`src/inc/pam_pkg.sv`:
```
package pam_pkg;

  // ----------------------------------------------------------------
  // Register map (byte addresses)
  // ----------------------------------------------------------------
  localparam logic [7:0] REG_STATUS   = 8'h00;
  localparam logic [7:0] REG_IRQ_STAT = 8'h04;
  localparam logic [7:0] REG_IRQ_MASK = 8'h08;
  localparam logic [7:0] REG_CTRL     = 8'h0c;
  localparam logic [7:0] REG_MSG      = 8'h10;

  // ----------------------------------------------------------------
  // Field positions and reset values
  // ----------------------------------------------------------------
  localparam int IRQ_W        = 5;
  localparam int IRQ_CPU      = 0;
  localparam int IRQ_MEM      = 1;
  localparam int IRQ_NOEND    = 2;
  localparam int IRQ_COMM     = 3;
  localparam int IRQ_ENTRY    = 4;
  localparam int CTRL_WDT_EN  = 0;
  localparam int CTRL_KICK    = 1;
  localparam logic [IRQ_W-1:0] IRQ_MASK_RST = 5'h00;
  localparam logic             WDT_EN_RST   = 1'b1;

  // ----------------------------------------------------------------
  // Timing
  // ----------------------------------------------------------------
  localparam int unsigned CLK_HZ      = 125_000_000;
  localparam int unsigned WDT_TIME_MS = 100;
  localparam int unsigned WDT_CYCLES  = WDT_TIME_MS * (CLK_HZ / 1000);
  localparam int          WDT_W       = 24;
  localparam int          MSG_DEPTH   = 8;

  // ----------------------------------------------------------------
  // Bus responses
  // ----------------------------------------------------------------
  localparam logic [1:0] RESP_OKAY   = 2'h0;
  localparam logic [1:0] RESP_SLVERR = 2'h2;

  // ----------------------------------------------------------------
  // Types
  // ----------------------------------------------------------------
  typedef enum logic [2:0] {
    MSG_CHECK_OK    = 3'h0,
    MSG_MEMORY_ERR  = 3'h1,
    MSG_MISSING_END = 3'h2,
    MSG_CPU_ERR     = 3'h3,
    MSG_COMM_FAULT  = 3'h4,
    MSG_TOO_LARGE   = 3'h5,
    MSG_ADDR_OVER   = 3'h6,
    MSG_OPERAND_ERR = 3'h7
  } pam_msg_e;

  typedef struct packed {
    logic mem_fault;
    logic missing_end;
    logic comm_fault;
    logic link_up;
    logic power_ok;
    logic prog_mode;
  } pam_fault_s;

  typedef struct packed {
    logic req;
    logic last_is_noop;
    logic addr_over;
    logic operand_bad;
  } pam_entry_s;

  typedef struct packed {
    logic power;
    logic run;
    logic error;
    logic link;
  } pam_led_s;

endpackage

```
`src/pam_alarm_mgr.sv`:
```
// Local design decisions: the AXI4-Lite register port and the register addresses.
module pam_alarm_mgr
  import pam_pkg::*;
#(
  parameter int unsigned WDT_LIMIT = WDT_CYCLES,
  parameter int          DEPTH     = MSG_DEPTH
) (
  // Clock and reset
  input  wire logic        clk_sys,
  input  wire logic        rst_b,
  // AXI4-Lite slave
  input  wire logic [7:0]  s_axi_awaddr,
  input  wire logic        s_axi_awvalid,
  output logic             s_axi_awready,
  input  wire logic [31:0] s_axi_wdata,
  input  wire logic [3:0]  s_axi_wstrb,
  input  wire logic        s_axi_wvalid,
  output logic             s_axi_wready,
  output logic [1:0]       s_axi_bresp,
  output logic             s_axi_bvalid,
  input  wire logic        s_axi_bready,
  input  wire logic [7:0]  s_axi_araddr,
  input  wire logic        s_axi_arvalid,
  output logic             s_axi_arready,
  output logic [31:0]      s_axi_rdata,
  output logic [1:0]       s_axi_rresp,
  output logic             s_axi_rvalid,
  input  wire logic        s_axi_rready,
  // Controller status and faults
  input  wire pam_fault_s  fault,
  input  wire pam_entry_s  entry,
  // Console keys
  input  wire logic        next_message_key,
  input  wire logic        clear_key,
  // Console answers
  output pam_msg_e         console_msg,
  output logic             console_valid,
  output pam_msg_e         entry_msg,
  output logic             entry_done,
  output logic             link_restore,
  // Controller control
  output pam_led_s         led,
  output logic             program_run_en,
  output logic             outputs_off,
  output logic             irq
);

  localparam int PW = $clog2(DEPTH);

  // ----------------------------------------------------------------
  // Bus slave
  // ----------------------------------------------------------------
  logic             aw_got_r, aw_got_nxt, w_got_r, w_got_nxt;
  logic [7:0]       waddr_r, waddr_nxt;
  logic [31:0]      wdata_r, wdata_nxt;
  logic             wlane_r, wlane_nxt;
  logic             awready_nxt, wready_nxt, bvalid_nxt, arready_nxt, rvalid_nxt;
  logic [1:0]       bresp_nxt, rresp_nxt;
  logic [31:0]      rdata_nxt;
  logic             do_write;
  logic [IRQ_W-1:0] irq_stat_r, irq_stat_nxt, irq_mask_r, irq_mask_nxt, events;
  logic             wdt_en_r, wdt_en_nxt, kick;
  logic             fatal_r, comm_r;
  pam_msg_e         mem_q [DEPTH];
  logic [PW-1:0]    head_r, tail_r, view_r;
  logic [PW:0]      cnt_r;

  function automatic logic reg_hit(input logic [7:0] a);
    reg_hit = (a == REG_STATUS) || (a == REG_IRQ_STAT) || (a == REG_IRQ_MASK) ||
              (a == REG_CTRL) || (a == REG_MSG);
  endfunction

  function automatic logic [31:0] rd_word(input logic [7:0] a);
    rd_word = 32'h0000_0000;
    unique case (a)
      REG_STATUS:   rd_word = {24'h00_0000, 3'h0, !fault.prog_mode && !fatal_r,
                               fault.prog_mode, comm_r, fatal_r, wdt_en_r};
      REG_IRQ_STAT: rd_word = {27'h000_0000, irq_stat_r};
      REG_IRQ_MASK: rd_word = {27'h000_0000, irq_mask_r};
      REG_CTRL:     rd_word = {31'h0000_0000, wdt_en_r};
      REG_MSG:      rd_word = {24'h00_0000, 1'b0, mem_q[head_r], 4'(cnt_r)};
      default:      rd_word = 32'h0000_0000;
    endcase
  endfunction

  always_comb begin
    aw_got_nxt  = aw_got_r | (s_axi_awvalid & s_axi_awready);
    w_got_nxt   = w_got_r | (s_axi_wvalid & s_axi_wready);
    waddr_nxt   = (s_axi_awvalid & s_axi_awready) ? s_axi_awaddr : waddr_r;
    wdata_nxt   = (s_axi_wvalid & s_axi_wready) ? s_axi_wdata : wdata_r;
    wlane_nxt   = (s_axi_wvalid & s_axi_wready) ? s_axi_wstrb[0] : wlane_r;
    bvalid_nxt  = s_axi_bvalid & !s_axi_bready;
    bresp_nxt   = s_axi_bresp;
    do_write    = aw_got_nxt & w_got_nxt & !bvalid_nxt;
    if (do_write) begin
      aw_got_nxt = 1'b0;
      w_got_nxt  = 1'b0;
      bvalid_nxt = 1'b1;
      bresp_nxt  = reg_hit(waddr_nxt) ? RESP_OKAY : RESP_SLVERR;
    end
    awready_nxt = !aw_got_nxt & !bvalid_nxt;
    wready_nxt  = !w_got_nxt & !bvalid_nxt;
    rvalid_nxt  = s_axi_rvalid & !s_axi_rready;
    rdata_nxt   = s_axi_rdata;
    rresp_nxt   = s_axi_rresp;
    if (s_axi_arvalid & s_axi_arready) begin
      rvalid_nxt = 1'b1;
      rdata_nxt  = rd_word(s_axi_araddr);
      rresp_nxt  = reg_hit(s_axi_araddr) ? RESP_OKAY : RESP_SLVERR;
    end
    arready_nxt = !rvalid_nxt;
    // Register write effects; hardware events win over a clear
    irq_mask_nxt = irq_mask_r;
    wdt_en_nxt   = wdt_en_r;
    kick         = 1'b0;
    irq_stat_nxt = irq_stat_r;
    if (do_write && wlane_nxt) begin
      unique case (waddr_nxt)
        REG_IRQ_STAT: irq_stat_nxt = irq_stat_r & ~wdata_nxt[IRQ_W-1:0];
        REG_IRQ_MASK: irq_mask_nxt = wdata_nxt[IRQ_W-1:0];
        REG_CTRL: begin
          wdt_en_nxt = wdata_nxt[CTRL_WDT_EN];
          kick       = wdata_nxt[CTRL_KICK];
        end
        default: ;
      endcase
    end
    irq_stat_nxt = irq_stat_nxt | events;
  end

  always_ff @(posedge clk_sys or negedge rst_b) begin
    if (!rst_b) begin
      aw_got_r      <= 1'b0;
      w_got_r       <= 1'b0;
      waddr_r       <= 8'h00;
      wdata_r       <= 32'h0000_0000;
      wlane_r       <= 1'b0;
      s_axi_awready <= 1'b0;
      s_axi_wready  <= 1'b0;
      s_axi_bvalid  <= 1'b0;
      s_axi_bresp   <= RESP_OKAY;
      s_axi_arready <= 1'b0;
      s_axi_rvalid  <= 1'b0;
      s_axi_rdata   <= 32'h0000_0000;
      s_axi_rresp   <= RESP_OKAY;
      irq_stat_r    <= 5'h00;
      irq_mask_r    <= IRQ_MASK_RST;
      wdt_en_r      <= WDT_EN_RST;
      irq           <= 1'b0;
    end else begin
      aw_got_r      <= aw_got_nxt;
      w_got_r       <= w_got_nxt;
      waddr_r       <= waddr_nxt;
      wdata_r       <= wdata_nxt;
      wlane_r       <= wlane_nxt;
      s_axi_awready <= awready_nxt;
      s_axi_wready  <= wready_nxt;
      s_axi_bvalid  <= bvalid_nxt;
      s_axi_bresp   <= bresp_nxt;
      s_axi_arready <= arready_nxt;
      s_axi_rvalid  <= rvalid_nxt;
      s_axi_rdata   <= rdata_nxt;
      s_axi_rresp   <= rresp_nxt;
      irq_stat_r    <= irq_stat_nxt;
      irq_mask_r    <= irq_mask_nxt;
      wdt_en_r      <= wdt_en_nxt;
      irq           <= |(irq_stat_nxt & irq_mask_nxt);
    end
  end

  // ----------------------------------------------------------------
  // Fault classification, watchdog and indicators
  // ----------------------------------------------------------------
  logic [WDT_W-1:0] wdt_r, wdt_nxt;
  logic             wdt_exp, running, fatal_nxt, comm_nxt, key_ok;
  logic             push, pop;
  pam_msg_e         push_code, entry_code;
  logic             entry_bad;
  logic [PW:0]      cnt_nxt;

  assign running = !fault.prog_mode && !fatal_r;
  assign key_ok  = next_message_key && !comm_r;

  always_comb begin
    wdt_nxt = (!running || !wdt_en_r || kick) ? '0 : wdt_r + 1'b1;
    wdt_exp = running && wdt_en_r && !kick && (wdt_r == WDT_W'(WDT_LIMIT - 1));
    entry_bad  = 1'b1;
    entry_code = MSG_CHECK_OK;
    if (!entry.last_is_noop) begin
      entry_code = MSG_TOO_LARGE;
    end else if (entry.addr_over) begin
      entry_code = MSG_ADDR_OVER;
    end else if (entry.operand_bad) begin
      entry_code = MSG_OPERAND_ERR;
    end else begin
      entry_bad = 1'b0;
    end
    events = '0;
    events[IRQ_CPU]   = wdt_exp;
    events[IRQ_MEM]   = fault.mem_fault;
    events[IRQ_NOEND] = fault.missing_end && !fault.prog_mode;
    events[IRQ_COMM]  = fault.comm_fault;
    events[IRQ_ENTRY] = entry.req && entry_bad;
    fatal_nxt = fatal_r | events[IRQ_CPU] | events[IRQ_MEM] | events[IRQ_NOEND];
    if (fault.prog_mode && (cnt_nxt == '0) && !(|events[IRQ_NOEND:IRQ_CPU])) begin
      fatal_nxt = 1'b0;
    end
    comm_nxt = fault.comm_fault | (comm_r & !clear_key);
  end

  always_ff @(posedge clk_sys or negedge rst_b) begin
    if (!rst_b) begin
      wdt_r          <= '0;
      fatal_r        <= 1'b0;
      comm_r         <= 1'b0;
      entry_msg      <= MSG_CHECK_OK;
      entry_done     <= 1'b0;
      link_restore   <= 1'b0;
      led            <= '0;
      program_run_en <= 1'b0;
      outputs_off    <= 1'b0;
    end else begin
      wdt_r          <= wdt_nxt;
      fatal_r        <= fatal_nxt;
      comm_r         <= comm_nxt;
      entry_msg      <= entry.req ? entry_code : entry_msg;
      entry_done     <= entry.req;
      link_restore   <= comm_r && clear_key && !fault.comm_fault;
      led.power      <= fault.power_ok;
      led.run        <= !fault.prog_mode && !fatal_nxt;
      led.error      <= fatal_nxt;
      led.link       <= fault.link_up && !comm_nxt;
      program_run_en <= !fault.prog_mode && !fatal_nxt;
      outputs_off    <= fatal_nxt;
    end
  end

  // ----------------------------------------------------------------
  // Message store
  // ----------------------------------------------------------------
  logic [PW-1:0] head_nxt, tail_nxt, view_nxt;
  pam_msg_e      show_nxt;

  always_comb begin
    // One message per cycle: only the most severe event is stored, the others that cycle are dropped
    push      = 1'b1;
    push_code = MSG_CHECK_OK;
    if (events[IRQ_CPU]) begin
      push_code = MSG_CPU_ERR;
    end else if (events[IRQ_MEM]) begin
      push_code = MSG_MEMORY_ERR;
    end else if (events[IRQ_NOEND]) begin
      push_code = MSG_MISSING_END;
    end else if (events[IRQ_COMM]) begin
      push_code = MSG_COMM_FAULT;
    end else if (events[IRQ_ENTRY]) begin
      push_code = entry_code;
    end else begin
      push = 1'b0;
    end
    pop      = key_ok && fault.prog_mode && (cnt_r != '0);
    push     = push && ((cnt_r != (PW+1)'(DEPTH)) || pop);
    head_nxt = pop ? head_r + 1'b1 : head_r;
    tail_nxt = push ? tail_r + 1'b1 : tail_r;
    cnt_nxt  = cnt_r + (PW+1)'(push) - (PW+1)'(pop);
    view_nxt = pop ? head_nxt : view_r;
    show_nxt = console_msg;
    if (key_ok) begin
      if (cnt_r == '0) begin
        show_nxt = MSG_CHECK_OK;
      end else if (fault.prog_mode) begin
        show_nxt = mem_q[head_r];
      end else begin
        show_nxt = mem_q[view_r];
        view_nxt = (view_r + 1'b1 == tail_r) ? head_r : view_r + 1'b1;
      end
    end
  end

  always_ff @(posedge clk_sys or negedge rst_b) begin
    if (!rst_b) begin
      head_r        <= '0;
      tail_r        <= '0;
      view_r        <= '0;
      cnt_r         <= '0;
      console_msg   <= MSG_CHECK_OK;
      console_valid <= 1'b0;
      for (int i = 0; i < DEPTH; i++) begin
        mem_q[i] <= MSG_CHECK_OK;
      end
    end else begin
      head_r        <= head_nxt;
      tail_r        <= tail_nxt;
      view_r        <= view_nxt;
      cnt_r         <= cnt_nxt;
      console_msg   <= show_nxt;
      console_valid <= key_ok;
      if (push) begin
        mem_q[tail_r] <= push_code;
      end
    end
  end
endmodule

```
`config.mk`:
```
export PLATFORM = sky130hd
export DESIGN_NAME = pam_alarm_mgr
export DESIGN_NICKNAME = d
export VERILOG_FILES = /design/src/inc/pam_pkg.sv /design/src/pam_alarm_mgr.sv
export SDC_FILE = /design/constraint.sdc
export NUM_CORES = 1
export LEC_CHECK = 0
export ABC_CLOCK_PERIOD_IN_PS = 4410
export BUFFER_PORTS_ARGS = -buffer_cell sky130_fd_sc_hd__clkbuf_2
export CAP_MARGIN = 20
export CORE_UTILIZATION = 30
export CTS_BUF_LIST = sky130_fd_sc_hd__clkbuf_8
export CTS_CLUSTER_SIZE = 16
export DETAILED_ROUTE_END_ITERATION = 12
export HOLD_SLACK_MARGIN = 0.08
export PLACE_DENSITY = 0.57
export SYNTH_ARGS = -nofsm -noshare
export SYNTH_HDL_FRONTEND = slang
export SYNTH_SLANG_ARGS = --single-unit
```
`constraint.sdc`:
```
create_clock -name clk_sys -period 4.41 [get_ports clk_sys]
set_clock_uncertainty 0.1 [all_clocks]
set_input_delay 0.882 -clock clk_sys [delete_from_list [all_inputs] [get_ports clk_sys]]
set_output_delay 0.882 -clock clk_sys [all_outputs]
set_load 0.005 [all_outputs]
```
[After elaboration in Yosys (flattened, before gate mapping)]
Index checks and enable logic that the tools add are counted.
Widths: inputs -> output; s select.
Word-level totals
  register bits after elaboration: 144
Operators by class
  add/subtract/negate cells: 6
  $lt $le $gt $ge: 4
  eq/ne operators: 11
  multiplexer cells: 51
  bitwise logic cells: 23
  reduce and logical (&&, ||, !) cells: 55
Operators with widths (number)
  $mux 3: 21
  $pmux 7 s5: 1
  $eq 8x4->1 const B: 4
  $mux 5: 5
  $add 24x1->24 const B: 1
  $bwmux 24: 1
  $eq 24x24->1 const B: 1
  $mux 24: 1
  $bmux 3 s3: 2
  $logic_and 1x1->1: 18
  $logic_not 1->1: 18
  $eq 8x3->1 const B: 2
  $eq 8x5->1 const B: 2
  $logic_not 8->1: 2
  $mux 1: 16
  $ge 4x4->1 const B: 3
  $not 3->4: 3
  $logic_or 1x1->1: 11
  $and 1x1->1: 10
  $and 5x5->5: 2
  $add 3x1->3 const B: 3
  $demux 3 s3: 1
  $logic_not 4->1: 2
  $mux 8: 1
  other kinds (13): 19

[Longest topological paths before layout]
  depth in word-level cells: 19
  gate-level depth with buffers: 18

[Least setup slack after synthesis]
No wires, ideal clock.
  kind: input to register
  start point: in s_axi_awaddr[0]
  end point: reg fatal_r
  arrival: 3.576 ns
  required time: 4.182 ns
  slack: 0.606 ns
  cell stages on the path: 15
  path buffers: 1
  cell sequence: or3_1 > nor4_4 > o2111ai_2 > o211ai_2 > a41oi_2 > buf_6 > inv_1 > ha_1 > inv_1 > ha_1 > fa_1 > nor3_1 > nand2_1 > o21ai_0 > nand3_1
On the way
  longest elaborated chain between the ends: 15
  elaborated cells between the ends (all ways): 20
RTL lines
  start: declaration: RTL line pam_alarm_mgr.sv:12  | input wire logic [7:0] s_axi_awaddr,
  $mux 8: RTL line pam_alarm_mgr.sv:89  | waddr_nxt = (s_axi_awvalid & s_axi_awready) ? s_axi_awaddr : waddr_r;
  $eq 8x4->1: RTL line pam_alarm_mgr.sv:118  | unique case (waddr_nxt)
  $mux 1: RTL line pam_alarm_mgr.sv:118
  $mux 1: RTL line pam_alarm_mgr.sv:117  | if (do_write && wlane_nxt) begin
  $logic_not 1->1: RTL line pam_alarm_mgr.sv:186  | wdt_exp = running && wdt_en_r && !kick && (wdt_r == WDT_W'(WDT_LIMIT - 1));
  $logic_and 1x1->1 (2 in a row): RTL line pam_alarm_mgr.sv:186
  $mux 1: RTL line pam_alarm_mgr.sv:248  | if (events[IRQ_CPU]) begin
  $logic_and 1x1->1: RTL line pam_alarm_mgr.sv:262  | push = push && ((cnt_r != (PW+1)'(DEPTH)) || pop);
  $add 4x1->4: RTL line pam_alarm_mgr.sv:265  | cnt_nxt = cnt_r + (PW+1)'(push) - (PW+1)'(pop);
  $sub 4x1->4: RTL line pam_alarm_mgr.sv:265
  via cnt_nxt[1]: RTL line pam_alarm_mgr.sv:179  | logic [PW:0] cnt_nxt;
  $logic_not 4->1: RTL line pam_alarm_mgr.sv:205  | if (fault.prog_mode && (cnt_nxt == '0) && !(|events[IRQ_NOEND:IRQ_CPU])) begin
  $logic_and 1x1->1 (2 in a row): RTL line pam_alarm_mgr.sv:205
  $mux 1: RTL line pam_alarm_mgr.sv:205
  via fatal_nxt: RTL line pam_alarm_mgr.sv:175  | logic wdt_exp, running, fatal_nxt, comm_nxt, key_ok;
  end signal: assignment: RTL line pam_alarm_mgr.sv:224  | fatal_r <= fatal_nxt;
  end: declaration: RTL line pam_alarm_mgr.sv:63  | logic fatal_r, comm_r;
The timed path passes the listed nets, and every way through them passes these cells.
A chain may end at the register's enable or synchronous reset.

[Worst setup path in the final report]
  start point: in s_axi_awvalid
  end point: reg fatal_r
On the way
  longest elaborated chain between the ends: 17
  elaborated cells between the ends (all ways): 25
RTL lines
  start: declaration: RTL line pam_alarm_mgr.sv:13  | input wire logic s_axi_awvalid,
  $and 1x1->1 *: RTL line pam_alarm_mgr.sv:87, pam_alarm_mgr.sv:89
  parallel branches: the longest is 4 deep, another holds $mux 8
  $mux 1 *: RTL line pam_alarm_mgr.sv:117
  $logic_not 1->1 *: RTL line pam_alarm_mgr.sv:186
  $logic_and 1x1->1 * (2 in a row): RTL line pam_alarm_mgr.sv:186
  $mux 1 *: RTL line pam_alarm_mgr.sv:248
  $logic_and 1x1->1 *: RTL line pam_alarm_mgr.sv:262
  $add 4x1->4 *: RTL line pam_alarm_mgr.sv:265
  $sub 4x1->4 *: RTL line pam_alarm_mgr.sv:265
  via cnt_nxt[1]: RTL line pam_alarm_mgr.sv:179
  $logic_not 4->1 *: RTL line pam_alarm_mgr.sv:205
  $logic_and 1x1->1 * (2 in a row): RTL line pam_alarm_mgr.sv:205
  $mux 1 *: RTL line pam_alarm_mgr.sv:205
  via fatal_nxt: RTL line pam_alarm_mgr.sv:175
Mark *: on every way through the listed nets, which the timed path passes.

==> impl.org <==
** Run status
- Result of the run :: finished, final reports clean

** Yosys
- Compound-gate portion of the synthesized area :: 0.0849
- Of the total synthesized cell area, the portion taken by XOR and XNOR cells is 0.0448.
- Synthesized instance count :: 553
- Post-Syn Area :: 0.00606 mm2
- Fraction of the yosys area taken by sequential cells :: 0.483
- The most used flip-flop cell after synthesis is sky130_fd_sc_hd__dfrtp_1.
- Adder-cell area share of the yosys netlist :: 0.0240
- Synthesized flop and latch total :: 117
- Mean area per synthesized cell :: 11.0 um2
- Of the total synthesized cell area, the portion taken by AND, OR, NAND and NOR gates is 0.173.
- Largest family of logic cells by synthesized area :: simple AND/OR/NAND/NOR gates
- Portion of netlist area occupied by mux cells :: 0.125
- Count of synthesis-stage warnings from yosys :: 0
- Number of enable-type register cells in the synthesized netlist :: 0
- In the synthesized netlist the async set-or-reset flop fraction comes to 1.00.
- After synthesis, the netlist uses 63 different library cells.

** Global routing
- Entering global routing, the biggest net connects 60 pins.
- The first global-routing pass estimated 20800 um of wire.
- Antenna violations before repair :: 1
- Vias in the first global route :: 4136
- All-Layer GR Usage :: 0.131
- After global routing the overflow that remains totals 0.

** Placement
- Placer's final routability congestion estimate :: 0.799
- Port buffering added 70 buffers.
- The wire-length estimate of the detail-placed layout is 9200 um.

** Clock tree
- Clock transition at the registers of the reported paths :: 0.07 ns
- Number of cells upsized or downsized after cts :: 0
- CTS Sinks :: 117
- CTS placed an instance of sky130_fd_sc_hd__clkbuf_8 at the clock tree root.
- Clock tree from TritonCTS :: yes
- In this run the number of H-tree levels came out at 4.
- Clock latency on the worst-skew pair :: 0.43 ns
- In this run, CTS created clock tree buffers numbering 17.
- Buffers inserted to repair hold after CTS numbered 0.
- Post-CTS timing repair inserted 0 buffers for setup.
- Maximum buffer depth of the clock tree :: 2

** Worst setup path
- Family with the most delay on the worst path :: compound AO/OA/AOI/OAI gates
- Critical Setup Path Class :: in2reg
- STA classifies the critical path endpoint as a register.
- The slowest stage of the critical path is the sky130_fd_sc_hd__fa_1 cell.
- Max Fanout on Critical Path :: 6
- Setup slack of the most critical reg-to-reg path :: 0.92 ns
- Cell breakdown of the critical path :: clkbuf_2, and3_1, a2111oi_4, o2111ai_2, o211ai_2, a41oi_2, inv_1, ha_1, inv_1, ha_1, fa_1, nor3_1, nand2_1, o21ai_0, nand3_1
- Data arrival time of the critical path :: 3.80 ns
- STA puts the critical path data required time at 4.61 ns.
- For this run, the slowest stage of the critical path takes 0.43 ns.
- STA classifies the critical path startpoint as a primary input.
- Counting both buffers and inverters, the worst setup path holds a total of 3.

** Floorplanning
- For this design the top-level I/O count stands at 128.
- Chip Height :: 144 um
- For this configuration, the core starts out at a cell density of 0.308.
- Area of the core region :: 0.0197 mm2
- # rows :: 51
- Die outline width :: 144 um
- The floorplan step defined a die boundary enclosing 0.0208 mm2.

** Detailed routing
- In the final routed layout, each cell accounts on average for 14.0 um.
- Antenna-violating nets left :: 0
- Total via count after detailed routing :: 4175
- In the routed layout, each cell is associated on average with a via count of 4.61.
- Routed wire length :: 12700 um
- In this run, the number of DRC markers left after iteration 0 of detailed routing was 177.
- Number of iterations in the first detailed-routing pass :: 4
- Total DRC errors in the routed layout :: 0

** STA
- Setup repair after global routing left no endpoint under its margin.
- Worst Tran Pin Value :: 0.797 ns
- Final critical path time including I/O delays and setup :: 3.60 ns
- Derived from the worst setup path, the maximum achievable clock frequency is 0.278 GHz.
- Setup violations remaining at the end of the flow were counted as 0.
- The number of endpoints with negative hold slack in the final report was 0.
- Final max-slew violation count :: 0
- Sum Neg Setup Slack :: 0 ns
- Relative slew slack :: 0.468
- Final critical-path share of the clock period :: 0.816

** Min path
- The path class of the tightest hold or removal check is reg2reg.

** Layout
- Commonest cells after routing, fill and taps aside :: 116 x sky130_fd_sc_hd__dfrtp_1, 69 x sky130_fd_sc_hd__clkbuf_2, 61 x sky130_fd_sc_hd__nand2_1, 46 x sky130_fd_sc_hd__nor2_1
- Of the cells placed in the final design, the portion with a size suffix greater than 1 is 0.252.
- Compared with the post-synthesis result, the final layout area differs by 15.3%.
- Net count of the finished layout :: 711
- Finished Core Util :: 0.356
- Most frequent standard cell in the layout excluding fill and tap cells :: sky130_fd_sc_hd__dfrtp_1

** Pwr
- Part of the total power dissipated in sequential elements :: 0.435
- In this run the power density over the cells is 556 mW/mm2.
- Combinational Power Share :: 0.318
- Static leakage power :: 3.20 nW
- For this design the total switching power over the nets is 1.32 mW.
- Clk pwr share :: 0.247
- The internal portion of the total power is 2.57 mW.
- The worst-case IR drop observed on VDD is 0.195 mV.
- Of the total power, the share spent switching nets is 0.339.

** Run
- Across the run, the number of max-cap violations was 0.
==> cells in the mapped netlist (4+ instances only) <==
| library cell | instances | area (um2) |
|---|---|---|
| sky130_fd_sc_hd__xor2_1 | 17 | 149 |
| sky130_fd_sc_hd__nand2_1 | 61 | 229 |
| sky130_fd_sc_hd__nand3_1 | 13 | 65.1 |
| sky130_fd_sc_hd__nor3_1 | 7 | 35.0 |
| sky130_fd_sc_hd__a21o_1 | 5 | 37.5 |
| sky130_fd_sc_hd__a211oi_1 | 4 | 30.0 |
| sky130_fd_sc_hd__a22oi_1 | 6 | 45.0 |
| sky130_fd_sc_hd__inv_1 | 24 | 90.1 |
| sky130_fd_sc_hd__and3_1 | 13 | 81.3 |
| sky130_fd_sc_hd__nand4_1 | 5 | 31.3 |
| sky130_fd_sc_hd__xnor2_1 | 14 | 123 |
| sky130_fd_sc_hd__clkbuf_1 | 10 | 37.5 |
| sky130_fd_sc_hd__nand2b_1 | 4 | 25.0 |
| sky130_fd_sc_hd__mux2i_1 | 8 | 80.1 |
| sky130_fd_sc_hd__and2_1 | 4 | 25.0 |
| sky130_fd_sc_hd__nor2b_1 | 12 | 75.1 |
| sky130_fd_sc_hd__mux2_2 | 23 | 259 |
| sky130_fd_sc_hd__buf_4 | 30 | 225 |
| sky130_fd_sc_hd__nor3b_1 | 6 | 45.0 |
| sky130_fd_sc_hd__mux2_1 | 12 | 135 |
| sky130_fd_sc_hd__mux4_2 | 12 | 270 |
| sky130_fd_sc_hd__ha_1 | 10 | 125 |
| sky130_fd_sc_hd__o21ai_0 | 27 | 135 |
| sky130_fd_sc_hd__buf_1 | 4 | 15.0 |
| sky130_fd_sc_hd__nor2_1 | 46 | 173 |
| sky130_fd_sc_hd__dfrtp_1 | 116 | 2900 |
| sky130_fd_sc_hd__a21oi_1 | 10 | 50.1 |
==> through the flow <==
step	power (mW)	cell area (um2)	setup WS (ns)	hold WS, ns	cells
final	3.89	6990	0.811	0.369	906
after floorplan	2.63	6160	0.606	0.325	579
after CTS	3.94	6990	0.797	0.373	905
after global placement	2.93	6600	0.376	0.353	875
after detailed placement	2.96	6600	0.339	0.356	875
after global routing	4.16	6990	0.505	0.401	905
==> final timing paths <==
check                               from        endpoint  depth (start not counted)
setup / recovery           s_axi_awvalid         fatal_r                         15
hold / removal                waddr_r[5]      waddr_r[5]                          2
setup reg to reg                wdt_r[0]         fatal_r                         16
hold reg to reg               waddr_r[5]      waddr_r[5]                          2
max in group asynchronous          rst_b   console_valid                          2
min in group asynchronous          rst_b  s_axi_rdata[0]                          1
==> cell type report <==
class	count	area, um2
fillers	2000	12700
flip-flops and latches	117	2930
multi-input cells	391	2840
repair buffers	78	413
well taps	265	332
clock buffers	20	275
clock inverters	10	109
inverters	24	90.1
diodes	1	2.50
==> metal layers <==
layer  GRT usage  share of wire  vias to the layer above
li1            -              -                     2021
met1       0.168           0.48                     2053
met2       0.217           0.47                       92
met3      0.0288          0.036                        9
met4      0.0437          0.011                        0
met5           0              0                        -
==> cell families (layout without fill, tap and decap cells) <==
family / after synthesis / in the layout
AO/OA/AOI/OAI: 73 / 73
XOR/XNOR: 31 / 31
adder cells (fa/ha/maj): 11 / 11
buffers and inverters: 71 / 132
flip-flops: 117 / 117
multiplexers: 56 / 56
other: 1 / 28
AND/OR/NAND/NOR: 193 / 193
==> worst register-to-register path, cell delays in order, from the launching register on <==
cell and delay (ns):
sky130_fd_sc_hd__dfrtp_1 0.39, sky130_fd_sc_hd__ha_1 0.23, sky130_fd_sc_hd__and4_1 0.36, sky130_fd_sc_hd__nand2_1 0.12, sky130_fd_sc_hd__nor3_2 0.16, sky130_fd_sc_hd__o211ai_2 0.17
sky130_fd_sc_hd__a41oi_2 0.24, sky130_fd_sc_hd__inv_1 0.07, sky130_fd_sc_hd__ha_1 0.27, sky130_fd_sc_hd__inv_1 0.04, sky130_fd_sc_hd__ha_1 0.19, sky130_fd_sc_hd__fa_1 0.38
sky130_fd_sc_hd__xor2_1 0.16, sky130_fd_sc_hd__nor3_1 0.14, sky130_fd_sc_hd__nand2_1 0.07, sky130_fd_sc_hd__o21ai_0 0.17, sky130_fd_sc_hd__nand3_1 0.10
==> power groups by stage <==
stage | sequential [mW] | clock (mW) | combinational [mW]
global placement | 1.70 | 0 | 1.23
CTS | 1.69 | 0.986 | 1.26
global route | 1.74 | 1.03 | 1.39
floorplan | 1.52 | 0 | 1.11
finish | 1.69 | 0.961 | 1.24
detailed placement | 1.71 | 0 | 1.25
==> registers in the layout, indices dropped and copies added (netlist names), 4 cells and up <==
signal / cells
wdt_r: 24
waddr_r: 8
irq_mask_r: 5
cnt_r: 4
s_axi_rdata: 7
wdata_r: 5
mem_q: 24
irq_stat_r: 5
Note: power is estimated with default switching activity, not from simulation.
